**src/fsrd_defs.vh**
```
// Purpose: shared constants of the serial flash read and identification decoder
// Assumes: one system clock; serial pins sampled through two-flop synchronisers
// Notes: opcodes, phase lengths, lane codes, data sources and states
`ifndef FSRD_DEFS_VH
`define FSRD_DEFS_VH

// read family opcodes
`define FSRD_OP_READ 8'h03
`define FSRD_OP_FAST 8'h0b
`define FSRD_OP_DUAL_OUT 8'h3b
`define FSRD_OP_QUAD_OUT 8'h6b
`define FSRD_OP_DUAL_IO 8'hbb
`define FSRD_OP_QUAD_IO 8'heb
`define FSRD_OP_QUAD_WORD 8'he7
`define FSRD_OP_QUAD_OCTAL 8'he3
// identification and security opcodes
`define FSRD_OP_POWER_DOWN 8'hb9
`define FSRD_OP_RELEASE_ID 8'hab
`define FSRD_OP_LEGACY_ID 8'h90
`define FSRD_OP_LEGACY_ID_DUAL 8'h92
`define FSRD_OP_LEGACY_ID_QUAD 8'h94
`define FSRD_OP_STD_ID 8'h9f
`define FSRD_OP_SEC_READ 8'h48
`define FSRD_OP_SEC_ERASE 8'h44
`define FSRD_OP_SEC_PROG 8'h42
`define FSRD_OP_UNIQUE_ID 8'h4b

// lanes per serial clock
`define FSRD_LANE_NONE 3'h0
`define FSRD_LANE_1 3'h1
`define FSRD_LANE_2 3'h2
`define FSRD_LANE_4 3'h4

// phase lengths in serial clocks, opcode as its last clock index
`define FSRD_CLK_OPCODE 6'h07
`define FSRD_CLK_ADDR_1 6'h18
`define FSRD_CLK_ADDR_2 6'h10
`define FSRD_CLK_ADDR_4 6'h08
`define FSRD_CLK_NONE 6'h00
`define FSRD_CLK_DUMMY_BYTE 6'h08
`define FSRD_CLK_DUMMY_QIO 6'h04
`define FSRD_CLK_DUMMY_WORD 6'h02

// data sources
`define FSRD_SRC_MEM 3'h0
`define FSRD_SRC_DEVID 3'h1
`define FSRD_SRC_MFDEV 3'h2
`define FSRD_SRC_STDID 3'h3
`define FSRD_SRC_UID 3'h4
`define FSRD_SRC_SECR 3'h5
`define FSRD_SRC_SECE 3'h6
`define FSRD_SRC_SECP 3'h7

// command states
`define FSRD_ST_OPCODE 3'h0
`define FSRD_ST_ADDR 3'h1
`define FSRD_ST_DUMMY 3'h2
`define FSRD_ST_DATA 3'h3
`define FSRD_ST_DOWN 3'h4
`define FSRD_ST_IGNORE 3'h5

// security register address fields
`define FSRD_SEC_HIGH_ZERO 8'h00
`define FSRD_SEC_SEL_LOW 4'h0
`define FSRD_SEC_SEL_HIGH 2'h0

// bit count of a byte and last byte index of the standard identification reply
`define FSRD_BYTE_BITS 4'h8
`define FSRD_STDID_LAST 3'h2
// pin synchroniser reset image: chip select high, others low
`define FSRD_SYNC_RST 6'h20
`endif

```
**src/fsrd_pin_sync.v**
```verilog
// Purpose: two-flop synchronisers for serial pins plus serial clock edge pulses
// Assumes: serial clock at most one eighth of the system clock
// Notes: first stage feeds only the second stage
`timescale 1ns/1ps
`include "fsrd_defs.vh"
module fsrd_pin_sync
(
  input wire clock,
  input wire rstSyncB,
  input wire sclkPin,
  input wire chipSelBPin,
  input wire [3:0] ioPin,
  output wire sclkRise,
  output wire sclkFall,
  output wire chipSelB,
  output wire [3:0] ioIn
);
  wire [5:0] raw;
  wire [5:0] synced;
  reg sclkLast;
  // per-pin reset image, one bit per synchroniser
  localparam [5:0] SYNC_RST = `FSRD_SYNC_RST;

  assign raw = {chipSelBPin, sclkPin, ioPin};

  // one two-stage synchroniser per pin
  genvar i;
  generate
    for (i = 0; i < 6; i = i + 1)
    begin : gSync
      reg stage1;
      reg stage2;
      always @(posedge clock or negedge rstSyncB)
      begin
        if (!rstSyncB)
        begin
          stage1 <= SYNC_RST[i];
          stage2 <= SYNC_RST[i];
        end
        else
        begin
          stage1 <= raw[i];
          stage2 <= stage1;
        end
      end
      assign synced[i] = stage2;
    end
  endgenerate

  // edge detect on the settled serial clock
  always @(posedge clock or negedge rstSyncB)
  begin
    if (!rstSyncB)
      sclkLast <= 1'b0;
    else
      sclkLast <= synced[4];
  end

  assign sclkRise = synced[4] & ~sclkLast;
  assign sclkFall = ~synced[4] & sclkLast;
  assign chipSelB = synced[5];
  assign ioIn = synced[3:0];
endmodule

```
**src/fsrd_cmd_decoder.v**
```verilog
// Purpose: read-family and identification command decoder of a serial flash slave
// Assumes: array and security storage answer memData for memAddr within a few clocks
// Notes: serial clock oversampled; sclk must stay at or below clock/8
// Behaviour
// - dual output: bit 7 on line 1, bit 6 on line 0, highest pair first
// - dual address input: odd bit on line 1, even on line 0, msb pair first
// - quad output: bits 7..4 on lines 3..0, then bits 3..0
// - quad address input: 24 address plus 8 mode bits in eight clocks
// - release-power-down with three dummy bytes repeats device id until deselect
// - legacy id with address zero: maker id first, then device id
// - legacy id with address one: device id first, then maker id
// - security address: bits 23..16 zero, 15..8 select register, 7..0 byte
// - standard id: maker, memory type per command mode, capacity
// - opcode and single address sampled msb first on rising clock; select starts command
// - deasserting chip select after any bit ends a read cleanly
`timescale 1ns/1ps
`include "fsrd_defs.vh"
module fsrd_cmd_decoder
#(
  parameter [7:0] MAKER_ID = 8'ha5, // arbitrary value
  parameter [7:0] DEVICE_ID = 8'h3c, // arbitrary value
  parameter [7:0] TYPE_ONE_LINE = 8'h11, // arbitrary value
  parameter [7:0] TYPE_FOUR_LINE = 8'h22, // arbitrary value
  parameter [7:0] CAPACITY_ID = 8'h33, // arbitrary value
  parameter [63:0] UNIQUE_ID = 64'h0123456789abcdef // arbitrary value
)
(
  input wire clock,
  input wire rst_b,
  input wire sclkPin,
  input wire chipSelBPin,
  input wire [3:0] ioPin,
  output reg [3:0] ioOut,
  output reg [3:0] ioOe,
  input wire fourLineMode,
  input wire [7:0] memData,
  output reg [23:0] memAddr,
  output reg memRead,
  output reg secActive,
  output reg [1:0] secSel,
  output reg secEraseReq,
  output reg secProgReq,
  output reg [7:0] continuousReadModeBits,
  output reg powerDown
);
  reg rstMetaB;
  reg rstSyncB;
  wire sclkRise;
  wire sclkFall;
  wire chipSelB;
  wire [3:0] ioIn;
  reg [2:0] state;
  reg [5:0] clkCnt;
  reg [31:0] shIn;
  reg [2:0] addrLanes;
  reg [5:0] addrClks;
  reg [5:0] dummyClks;
  reg [2:0] dataLanes;
  reg [2:0] src;
  reg startDev;
  reg [7:0] txByte;
  reg [3:0] txLeft;
  reg [2:0] byteIdx;
  reg [2:0] dAddrLanes;
  reg [5:0] dAddrClks;
  reg [5:0] dDummy;
  reg [2:0] dDataLanes;
  reg [2:0] dSrc;
  reg dValid;
  reg [31:0] nextSh;
  reg [7:0] fetch;
  reg [7:0] cur;
  wire [7:0] opNow;
  wire [2:0] laneSel;
  wire [23:0] addrVal;
  wire [63:0] uidWord;
  wire secOk;
  wire needMem;

  // reset release through two flops
  always @(posedge clock or negedge rst_b)
  begin
    if (!rst_b)
    begin
      rstMetaB <= 1'b0;
      rstSyncB <= 1'b0;
    end
    else
    begin
      rstMetaB <= 1'b1;
      rstSyncB <= rstMetaB;
    end
  end

  fsrd_pin_sync uSync
  (
    .clock(clock),
    .rstSyncB(rstSyncB),
    .sclkPin(sclkPin),
    .chipSelBPin(chipSelBPin),
    .ioPin(ioPin),
    .sclkRise(sclkRise),
    .sclkFall(sclkFall),
    .chipSelB(chipSelB),
    .ioIn(ioIn)
  );

  // opcode assembled msb first on line 0
  assign opNow = {shIn[6:0], ioIn[0]};
  assign laneSel = (state == `FSRD_ST_ADDR) ? addrLanes : `FSRD_LANE_1;

  // input shift per lane width
  always @*
  begin
    case (laneSel)
      `FSRD_LANE_2: nextSh = {shIn[29:0], ioIn[1], ioIn[0]};
      `FSRD_LANE_4: nextSh = {shIn[27:0], ioIn[3:0]};
      default: nextSh = {shIn[30:0], ioIn[0]};
    endcase
  end

  // multi-lane address carries mode bits in the low byte
  assign addrVal = (addrLanes == `FSRD_LANE_1) ? nextSh[23:0] : nextSh[31:8];
  assign secOk = (addrVal[23:16] == `FSRD_SEC_HIGH_ZERO) && (addrVal[11:8] == `FSRD_SEC_SEL_LOW)
    && (addrVal[15:14] == `FSRD_SEC_SEL_HIGH);
  assign uidWord = UNIQUE_ID << {byteIdx, 3'h0};
  assign needMem = (src == `FSRD_SRC_MEM) || (src == `FSRD_SRC_SECR);

  // command table: address lanes and clocks, dummy clocks, data lanes, source
  always @*
  begin
    dAddrLanes = `FSRD_LANE_1;
    dAddrClks = `FSRD_CLK_ADDR_1;
    dDummy = `FSRD_CLK_NONE;
    dDataLanes = `FSRD_LANE_1;
    dSrc = `FSRD_SRC_MEM;
    dValid = 1'b1;
    case (opNow)
      `FSRD_OP_READ: dSrc = `FSRD_SRC_MEM;
      `FSRD_OP_FAST: dDummy = `FSRD_CLK_DUMMY_BYTE;
      `FSRD_OP_DUAL_OUT:
      begin
        dDummy = `FSRD_CLK_DUMMY_BYTE;
        dDataLanes = `FSRD_LANE_2;
      end
      `FSRD_OP_QUAD_OUT:
      begin
        dDummy = `FSRD_CLK_DUMMY_BYTE;
        dDataLanes = `FSRD_LANE_4;
      end
      `FSRD_OP_DUAL_IO, `FSRD_OP_LEGACY_ID_DUAL:
      begin
        dAddrLanes = `FSRD_LANE_2;
        dAddrClks = `FSRD_CLK_ADDR_2;
        dDataLanes = `FSRD_LANE_2;
        dSrc = (opNow == `FSRD_OP_DUAL_IO) ? `FSRD_SRC_MEM : `FSRD_SRC_MFDEV;
      end
      `FSRD_OP_QUAD_IO, `FSRD_OP_QUAD_WORD, `FSRD_OP_QUAD_OCTAL, `FSRD_OP_LEGACY_ID_QUAD:
      begin
        dAddrLanes = `FSRD_LANE_4;
        dAddrClks = `FSRD_CLK_ADDR_4;
        dDataLanes = `FSRD_LANE_4;
        if (opNow == `FSRD_OP_QUAD_WORD)
          dDummy = `FSRD_CLK_DUMMY_WORD;
        else if (opNow != `FSRD_OP_QUAD_OCTAL)
          dDummy = `FSRD_CLK_DUMMY_QIO;
        dSrc = (opNow == `FSRD_OP_LEGACY_ID_QUAD) ? `FSRD_SRC_MFDEV : `FSRD_SRC_MEM;
      end
      `FSRD_OP_RELEASE_ID: dSrc = `FSRD_SRC_DEVID;
      `FSRD_OP_LEGACY_ID: dSrc = `FSRD_SRC_MFDEV;
      `FSRD_OP_STD_ID:
      begin
        dAddrLanes = `FSRD_LANE_NONE;
        dAddrClks = `FSRD_CLK_NONE;
        dSrc = `FSRD_SRC_STDID;
      end
      `FSRD_OP_SEC_READ:
      begin
        dDummy = `FSRD_CLK_DUMMY_BYTE;
        dSrc = `FSRD_SRC_SECR;
      end
      `FSRD_OP_SEC_ERASE, `FSRD_OP_SEC_PROG:
      begin
        dDataLanes = `FSRD_LANE_NONE;
        dSrc = (opNow == `FSRD_OP_SEC_ERASE) ? `FSRD_SRC_SECE : `FSRD_SRC_SECP;
      end
      `FSRD_OP_UNIQUE_ID:
      begin
        dDummy = `FSRD_CLK_DUMMY_BYTE;
        dSrc = `FSRD_SRC_UID;
      end
      default: dValid = 1'b0;
    endcase
  end

  // next outgoing byte from the selected source
  always @*
  begin
    case (src)
      `FSRD_SRC_DEVID: fetch = DEVICE_ID;
      `FSRD_SRC_MFDEV: fetch = (byteIdx[0] ^ startDev) ? DEVICE_ID : MAKER_ID;
      `FSRD_SRC_STDID:
      begin
        if (byteIdx == 3'h0)
          fetch = MAKER_ID;
        else if (byteIdx == 3'h1)
          fetch = fourLineMode ? TYPE_FOUR_LINE : TYPE_ONE_LINE;
        else
          fetch = CAPACITY_ID;
      end
      `FSRD_SRC_UID: fetch = uidWord[63:56];
      default: fetch = memData;
    endcase
    cur = (txLeft == 4'h0) ? fetch : txByte;
  end

  // command sequencer: rising edges take input, falling edges drive data
  always @(posedge clock or negedge rstSyncB)
  begin
    if (!rstSyncB)
    begin
      state <= `FSRD_ST_OPCODE;
      clkCnt <= 6'h00;
      shIn <= 32'h0;
      addrLanes <= `FSRD_LANE_1;
      addrClks <= `FSRD_CLK_NONE;
      dummyClks <= `FSRD_CLK_NONE;
      dataLanes <= `FSRD_LANE_1;
      src <= `FSRD_SRC_MEM;
      startDev <= 1'b0;
      txByte <= 8'h00;
      txLeft <= 4'h0;
      byteIdx <= 3'h0;
      ioOut <= 4'h0;
      ioOe <= 4'h0;
      memAddr <= 24'h0;
      memRead <= 1'b0;
      secActive <= 1'b0;
      secSel <= 2'h0;
      secEraseReq <= 1'b0;
      secProgReq <= 1'b0;
      continuousReadModeBits <= 8'h00;
      powerDown <= 1'b0;
    end
    else
    begin
      memRead <= 1'b0;
      secEraseReq <= 1'b0;
      secProgReq <= 1'b0;
      if (chipSelB)
      begin
        // deselect ends any command at any bit
        state <= `FSRD_ST_OPCODE;
        clkCnt <= 6'h00;
        ioOe <= 4'h0;
        secActive <= 1'b0;
        if (state == `FSRD_ST_DOWN)
          powerDown <= 1'b1;
      end
      else if (sclkRise)
      begin
        case (state)
          `FSRD_ST_OPCODE:
          begin
            shIn <= nextSh;
            clkCnt <= clkCnt + 6'h01;
            if (clkCnt == `FSRD_CLK_OPCODE)
            begin
              clkCnt <= 6'h00;
              addrLanes <= dAddrLanes;
              addrClks <= dAddrClks;
              dummyClks <= dDummy;
              dataLanes <= dDataLanes;
              src <= dSrc;
              txLeft <= 4'h0;
              byteIdx <= 3'h0;
              if (opNow == `FSRD_OP_RELEASE_ID)
                powerDown <= 1'b0;
              if (powerDown && (opNow != `FSRD_OP_RELEASE_ID))
                state <= `FSRD_ST_IGNORE;
              else if (opNow == `FSRD_OP_POWER_DOWN)
                state <= `FSRD_ST_DOWN;
              else if (!dValid)
                state <= `FSRD_ST_IGNORE;
              else if (dAddrClks != `FSRD_CLK_NONE)
                state <= `FSRD_ST_ADDR;
              else
                state <= `FSRD_ST_DATA;
            end
          end
          `FSRD_ST_ADDR:
          begin
            shIn <= nextSh;
            clkCnt <= clkCnt + 6'h01;
            if (clkCnt == addrClks - 6'h01)
            begin
              clkCnt <= 6'h00;
              memAddr <= addrVal;
              startDev <= addrVal[0];
              secSel <= addrVal[13:12];
              if (addrLanes != `FSRD_LANE_1)
                continuousReadModeBits <= nextSh[7:0];
              if ((src >= `FSRD_SRC_SECR) && !secOk)
                state <= `FSRD_ST_IGNORE;
              else
              begin
                secEraseReq <= (src == `FSRD_SRC_SECE);
                secProgReq <= (src == `FSRD_SRC_SECP);
                secActive <= (src == `FSRD_SRC_SECR) && (dummyClks == `FSRD_CLK_NONE);
                if (dummyClks != `FSRD_CLK_NONE)
                  state <= `FSRD_ST_DUMMY;
                else if (dataLanes != `FSRD_LANE_NONE)
                  state <= `FSRD_ST_DATA;
                else
                  state <= `FSRD_ST_IGNORE;
              end
            end
          end
          `FSRD_ST_DUMMY:
          begin
            clkCnt <= clkCnt + 6'h01;
            if (clkCnt == dummyClks - 6'h01)
            begin
              clkCnt <= 6'h00;
              state <= `FSRD_ST_DATA;
              secActive <= (src == `FSRD_SRC_SECR);
            end
          end
          `FSRD_ST_DOWN: state <= `FSRD_ST_IGNORE;
          default: state <= state;
        endcase
      end
      else if (sclkFall && (state == `FSRD_ST_DATA))
      begin
        // drive the top lanes of the current byte
        case (dataLanes)
          `FSRD_LANE_2:
          begin
            ioOe <= 4'h3;
            ioOut <= {2'h0, cur[7], cur[6]};
          end
          `FSRD_LANE_4:
          begin
            ioOe <= 4'hf;
            ioOut <= cur[7:4];
          end
          default:
          begin
            ioOe <= 4'h2;
            ioOut <= {2'h0, cur[7], 1'b0};
          end
        endcase
        txByte <= cur << dataLanes;
        txLeft <= ((txLeft == 4'h0) ? `FSRD_BYTE_BITS : txLeft) - {1'b0, dataLanes};
        if (txLeft == 4'h0)
        begin
          // a new byte: advance address or id index
          if ((src == `FSRD_SRC_STDID) && (byteIdx == `FSRD_STDID_LAST))
            byteIdx <= 3'h0;
          else
            byteIdx <= byteIdx + 3'h1;
          if (needMem)
          begin
            memRead <= 1'b1;
            if (src == `FSRD_SRC_SECR)
              memAddr <= {memAddr[23:8], memAddr[7:0] + 8'h01};
            else
              memAddr <= memAddr + 24'h1;
          end
        end
      end
    end
  end
endmodule

```
**config.mk**
```make
export PLATFORM = sky130hd
export DESIGN_NAME = fsrd_cmd_decoder
export DESIGN_NICKNAME = d
export VERILOG_FILES = /design/src/fsrd_pin_sync.v /design/src/fsrd_cmd_decoder.v
export VERILOG_INCLUDE_DIRS = /design/src
export SDC_FILE = /design/constraint.sdc
export NUM_CORES = 1
export LEC_CHECK = 0
export ABC_AREA = 1
export BUFFER_PORTS_ARGS = -buffer_cell sky130_fd_sc_hd__buf_2
export CAP_MARGIN = 15
export CORE_MARGIN = 4
export CORE_UTILIZATION = 25
export DETAILED_ROUTE_END_ITERATION = 8
export GPL_TIMING_DRIVEN = 0
export PLACE_DENSITY_LB_ADDON = 0.05
export SLEW_MARGIN = 0
export SYNTH_ARGS = -nofsm -noshare
export SYNTH_HDL_FRONTEND = slang
export SYNTH_SLANG_ARGS = --single-unit
```
**constraint.sdc**
```tcl
create_clock -name clock -period 11.57 [get_ports clock]
set_clock_uncertainty 0.2 [all_clocks]
set_input_delay 2.314 -clock clock [delete_from_list [all_inputs] [get_ports clock]]
set_output_delay 2.314 -clock clock [all_outputs]
set_load 0.005 [all_outputs]
```
==> flow_metrics.py, run 1 <==
metrics = {
    "run_status": {
        "outcome": "complete, no violations",
    },
    "timing": {
        "slew_viol_final": 0,
        "hold_violations": 0,
        "fin_crit_ns": 3.80,
        "totalNegativeSetupSlack_ns": 0,
        "relSlewSlack": 0.358,
        "finalCritPeriodShare": 0.329,
        "whs_ns": 0.0774,
        "max_freq_mhz": 263,
        "tightest_slew_ns": 0.959,
        "setup_violations": 0,
        "rsz0062_at_grt": "false",
    },
    "detailed_routing": {
        "postRouteAntennaNets": 0,
        "avgRoutedWirePerCell_microns": 17.9,
        "drt-total-wl_mm": 29.3,
        "drc": 0,
        "drt-pass1-iter-count": 6,
        "route.vias.total": 7984,
        "post_drt_via_cell_ratio": 4.88,
        "dr.first_iter.drc_count": 542,
    },
    "cts": {
        "cts_resized": 0,
        "cts_root_buf": "clkbuf_16",
        "worstSkewPairLatency_ns": 0.44,
        "cts_max_level": 4,
        "cts_setup_buffers": 0,
        "cts_tree": "yes",
        "cts_buffers": 17,
        "clock_sinks": 131,
        "ctsHoldBuffers": 0,
        "cts.reportedPaths.clkPinSlew_ns": 0.06,
        "cts_max_path_buffers": 2,
    },
    "setup_path": {
        "start_kind": "primary input",
        "crit_chain": "buf_2 > nand3_1 > o21ai_0 > nand4_1 > o21ai_0 > a21oi_1 > nand2_1 > o21ai_1 > nand2_1 > o21ai_0 > nand2_1 > a21boi_0",
        "arrival_ns": 3.95,
        "cp_max_fo": 4,
        "crit_slowest_cell": "a21oi_1",
        "end_kind": "flip-flop",
        "required_ns": 11.72,
        "critPathMaxStageDelay_ns": 0.36,
        "worstSetupPathType": "primary input to flip-flop",
    },
    "final_layout": {
        "drive_gt1_frac": 0.112,
        "area_growth_pct": 18.5,
        "antenna_cells": 0,
        "fin_nets": 1253,
    },
    "synth": {
        "yosysUniqueCellTypes": 56,
        "avgSynthCellArea_sq_um": 7.11,
        "ys_warn_count": 0,
        "syn_area_sq_um": 8090,
        "synth.most_common_cell": "nand2_1",
        "synth_seq_cells": 131,
        "synthTopCellsByArea": "dfrtp_1 (39%), nand2_1 (13%), nand3_1 (9.4%), inv_1 (6.6%), o21ai_0 (6.2%)",
        "synth_nets": 1169,
        "synth.largest_area_cell": "dfrtp_1",
        "yosysTopAreaCellShare": 0.393,
        "yosys-top-cells-count": "nand2_1 (278), nand3_1 (152), inv_1 (143)",
        "async_flop_share": 1.00,
        "netlist_instances": 1138,
        "synth-edff-count": 0,
        "synth_ff_type": "dfrtp_1",
        "yosysSeqAreaShare": 0.406,
    },
    "floorplanning": {
        "start_util": 0.255,
        "core_area_sq_um": 31700,
        "die_h_microns": 188,
        "dieArea_sq_um": 35300,
        "num_rows": 65,
        "ioPinCount": 64,
        "die_width_microns": 188,
    },
    "global_route": {
        "grtUsageTotal": 0.171,
        "grt_pass1_wl_mm": 47.2,
        "grt_antenna_before_repair": 0,
        "grt_pass1_vias": 7950,
        "grt_max_degree": 60,
        "overflow": 0,
    },
    "flow_run": {
        "maxCapViolCount": 0,
    },
    "place": {
        "hpwl_mm": 22.6,
        "portBuffers": 63,
        "gp_congestion": 0.839,
    },
    "power": {
        "power_mw": 1.40,
        "p_leak_nw": 4.59,
        "cellPowerDensity_nw_per_um2": 146,
        "peakVddDrop_mv": 0.105,
    },
    "worst_hold_path": {
        "hold_path_class": "flip-flop to asynchronous set/reset pin",
    },
}
==> routing by layer <==
metal  track usage  vias to the layer above  wire, microns
li1              -                     3965              -
met1         0.234                     3846          13800
met2         0.284                      157          14200
met3        0.0322                       16           1010
met4        0.0384                        0            305
met5             0                        -              0
==> worst max-delay path: cells and delay by family <==
family	cells	cell delay, ns
AND/OR/NAND/NOR	5	0.50
buffers and inverters	1	0.12
AO/OA/AOI/OAI	6	1.01
==> cell families (layout without fill, tap and decap cells) <==
kind of cell / count (synthesis) / after routing / synth area share
and+or+nand+nor: 587 / 587 / 0.318
xor gates and xnor gates: 11 / 11 / 0.0119
DFF: 131 / 131 / 0.406
other: 1 / 1 / 0.000464
adders and majority gates: 14 / 14 / 0.0226
AOI/OAI and AO/OA: 204 / 204 / 0.148
buffers and inverters: 190 / 287 / 0.0928
==> power breakdown <==
part / switching [mW] / internal, mW
Sequential: 0.0674 / 0.509
Clock: 0.232 / 0.347
Combinational: 0.155 / 0.0877
==> flip-flops by register name, indices dropped and copies added (netlist names), 4 cells and up <==
name and flops:
memAddr 24, clkCnt 6, uSync.gSync.stage1 6, ioOut 4, txByte 8, shIn 31
continuousReadModeBits 8, txLeft 4, uSync.gSync.stage2 5
==> area by class of cell <==
type | count | area [sq um]
fillers | 3540 | 22100
multi-input cells | 817 | 4060
flip-flops and latches | 131 | 3290
inverters | 149 | 559
well taps | 402 | 503
clock buffers | 18 | 439
repair buffers | 65 | 370
plain buffers | 41 | 191
clock inverters | 14 | 180
==> cells in the final DEF, fill, tap and decap left out, drive strengths merged, types with 3 or more instances in the layout <==
cell type / synthesis / final
o221ai: 4 / 4
nor2: 100 / 100
a21oi: 24 / 24
dfrtp: 127 / 127
inv: 149 / 151
a2bb2oi: 3 / 3
o31ai: 4 / 4
nor4: 7 / 7
nor3: 22 / 22
nand3: 154 / 154
dfstp: 4 / 4
nand2: 280 / 280
ha: 13 / 13
xnor2: 5 / 5
or2: 3 / 3
o22ai: 13 / 13
o21ai: 103 / 103
nand4: 16 / 16
a22oi: 6 / 6
buf: 16 / 81
clkbuf: 25 / 43
bufinv: 0 / 3
o211ai: 7 / 7
a31oi: 22 / 22
xor2: 6 / 6
a211oi: 3 / 3
clkinv: 0 / 7
==> path summary, 6_finish.rpt <==
| kind | startpoint | to | slack (ns) | cells past startpoint |
|---|---|---|---|---|
| setup / recovery | fourLineMode | txByte[5] | 7.77 | 12 |
| hold / removal | rstSyncB | shIn[29] | 0.08 | 0 |
| setup reg to reg | addrLanes[0] | secActive | 8.23 | 16 |
| hold reg to reg | rstSyncB | shIn[29] | 0.08 | 0 |
| max in group asynchronous | rst_b | rstSyncB | 9.61 | 1 |
| min in group clock | uSync.gSync[5].stage1 | uSync.chipSelB | 0.15 | 0 |
==> through the flow <==
step | cells | setup slack, ns | instance area [sq um] | util
6_report | 1637 | 7.77 | 9590 | 0.302
2_1_floorplan | 1138 | 7.46 | 8090 | -
5_1_grt | 1637 | 7.59 | 9590 | 0.302
4_1_cts | 1637 | 7.86 | 9590 | 0.302
3_5_place_dp | 1605 | 7.36 | 8970 | 0.283
3_3_place_gp | 1603 | 5.17 | 8910 | 0.281
Note: power is estimated with default switching activity, not from simulation.
==> inputs of run 2 (changes only) <==
==> constraint.sdc (replaced) <==
create_clock -name clock -period 3.8 [get_ports clock]
set_clock_uncertainty 0.2 [all_clocks]
set_input_delay 0.76 -clock clock [delete_from_list [all_inputs] [get_ports clock]]
set_output_delay 0.76 -clock clock [all_outputs]
set_load 0.005 [all_outputs]
==> flow_metrics.py, run 2 (synthesis gave the netlist of run 1 again) <==
metrics = {
    "cts": {
        "worstSkewPairLatency_ns": 0.44,
        "cts_tree": "yes",
        "cts_root_buf": "clkbuf_16",
        "cts_max_level": 4,
        "cts.reportedPaths.clkPinSlew_ns": 0.06,
        "cts_max_path_buffers": 2,
        "clock_sinks": 131,
        "cts_buffers": 17,
    },
    "place": {
        "dp.cells": 1605,
        "gp_congestion": 0.850,
        "portBuffers": 63,
        "hpwl_mm": 22.4,
    },
    "final_layout": {
        "fin_nets": 1254,
        "final_cell_mix": "nand2_1 (278), nand3_1 (152), inv_1 (143), dfrtp_1 (126), o21ai_0 (100)",
        "top_regs": "shIn (31), memAddr (24)",
        "drive_gt1_frac": 0.111,
        "largest_reg_flops": 31,
        "antenna_cells": 0,
        "area_growth_pct": 19.1,
        "fillCellCount": 3504,
        "top_register": "shIn",
        "finalNonFillerCells": 1638,
        "layout_commonest_cell": "nand2_1",
        "post-route-util": 0.304,
    },
    "setup_path": {
        "cp_max_fo": 10,
        "crit_start": "addrLanes[0]",
        "worstReg2RegStart": "addrLanes[0]",
        "cp-endpoint": "secActive",
        "end_kind": "flip-flop",
        "worstSetupPathType": "flip-flop to flip-flop",
        "rr_endpoint": "secActive",
        "rrSetupSlack_ns": 0.42,
        "required_ns": 3.92,
        "start_kind": "flip-flop",
        "reg2reg_depth": 16,
        "arrival_ns": 3.50,
    },
    "timing": {
        "totalNegativeSetupSlack_ns": 0,
        "finalCritPeriodShare": 0.890,
        "relSlewSlack": 0.338,
        "slew_viol_final": 0,
        "setup_violations": 0,
        "max_freq_mhz": 296,
        "fin_crit_ns": 3.38,
        "rsz0062_at_grt": "false",
        "whs_ns": 0.127,
        "hold_violations": 0,
        "tightest_slew_ns": 0.989,
    },
    "floorplanning": {
        "core_area_sq_um": 31700,
        "die_h_microns": 188,
        "dieArea_sq_um": 35300,
        "ioPinCount": 64,
        "start_util": 0.255,
        "die_width_microns": 188,
        "num_rows": 65,
    },
    "power": {
        "p_leak_nw": 4.61,
        "peakVddDrop_mv": 0.345,
        "pwr-share-clk": 0.431,
        "power_mw": 4.38,
        "internal-power_mw": 3.02,
        "power_frac_seq": 0.401,
        "cellPowerDensity_nw_per_um2": 454,
        "p_sw_mw": 1.36,
        "switching_share": 0.310,
        "pwr-share-comb": 0.168,
    },
    "detailed_routing": {
        "dr.first_iter.drc_count": 489,
        "drt-total-wl_mm": 29.2,
        "post_drt_via_cell_ratio": 4.83,
        "drt-pass1-iter-count": 5,
        "postRouteAntennaNets": 0,
        "drc": 0,
        "route.vias.total": 7919,
        "avgRoutedWirePerCell_microns": 17.8,
    },
    "flow_run": {
        "maxCapViolCount": 0,
    },
    "worst_hold_path": {
        "hold_path_class": "flip-flop to asynchronous set/reset pin",
    },
    "global_route": {
        "grt_antenna_before_repair": 0,
        "grtUsageTotal": 0.168,
        "overflow": 0,
        "grt_max_degree": 52,
        "grt_pass1_wl_mm": 46.2,
        "grt_pass1_vias": 7966,
    },
    "run_status": {
        "outcome": "complete, no violations",
    },
}
==> run 2: power groups by stage <==
stage	registers, mW	logic [mW]	clock network (mW)
CTS	1.76	0.751	1.95
detailed placement	1.78	0.747	0
floorplan	1.73	0.453	0
finish	1.75	0.737	1.89
global route	1.79	0.837	2.01
global placement	1.81	0.723	0
==> run 2: cell type report <==
type | instances | area (sq um) | share of cell area
inverters | 149 | 559 | 0.0580
flip-flops and latches | 131 | 3290 | 0.341
clock buffers | 20 | 457 | 0.0474
clock inverters | 12 | 203 | 0.0210
well taps | 402 | 503 | 0.0522
repair buffers | 66 | 380 | 0.0395
multi-input cells | 817 | 4060 | 0.421
plain buffers | 41 | 191 | 0.0199
==> run 2: metrics by stage <==
| step | instance area [sq um] | setup WS (ns) |
|---|---|---|
| after floorplan | 8090 | 1.42 |
| after global placement | 8910 | 0.138 |
| after detailed placement | 8970 | 0.422 |
| after CTS | 9640 | 0.403 |
| after global routing | 9640 | 0.221 |
| final | 9640 | 0.419 |
==> run 2: how the worst min path moves through the flow <==
stage,start,to,slack [ns],cells after the start
finish,rstSyncB,continuousReadModeBits[5],0.13,0
global route,uSync.gSync[3].stage1,uSync.gSync[3].stage2,0.15,0
detailed placement,uSync.gSync[2].stage1,uSync.gSync[2].stage2,0.14,0
floorplan,rstMetaB,rstSyncB,0.13,0
CTS,uSync.gSync[0].stage1,uSync.gSync[0].stage2,0.15,0
global placement,rstMetaB,rstSyncB,0.13,0
==> run 2: repair_timing <==
item / CTS / global route
setup buffers: 0 / 0
hold endpoints to repair: 2 / 0
hold buffers: 1 / 0
gates resized for setup: 0 / 0
==> run 2: critical path, cell delays in order, from the launching register on <==
cell and delay [ns]:
dfstp_2 0.56, inv_1 0.08, nor3_2 0.60, inv_1 0.33, clkbuf_1 0.36, nand3_1 0.23, nand2_1 0.14, nand2_1 0.09
inv_1 0.04, nand2_1 0.05, nor2_1 0.03, nand2_1 0.15, nand2_2 0.10, inv_2 0.08, nand2_1 0.08, nand3_1 0.09
nand2_1 0.05
==> run 2: layer usage <==
metal | vias to the layer above | GRT usage | wire length, microns
met5 | - | 0 | 0
met4 | 0 | 0.0415 | 335
met3 | 16 | 0.0279 | 842
met2 | 125 | 0.286 | 14100
met1 | 3802 | 0.223 | 13900
li1 | 3976 | - | -
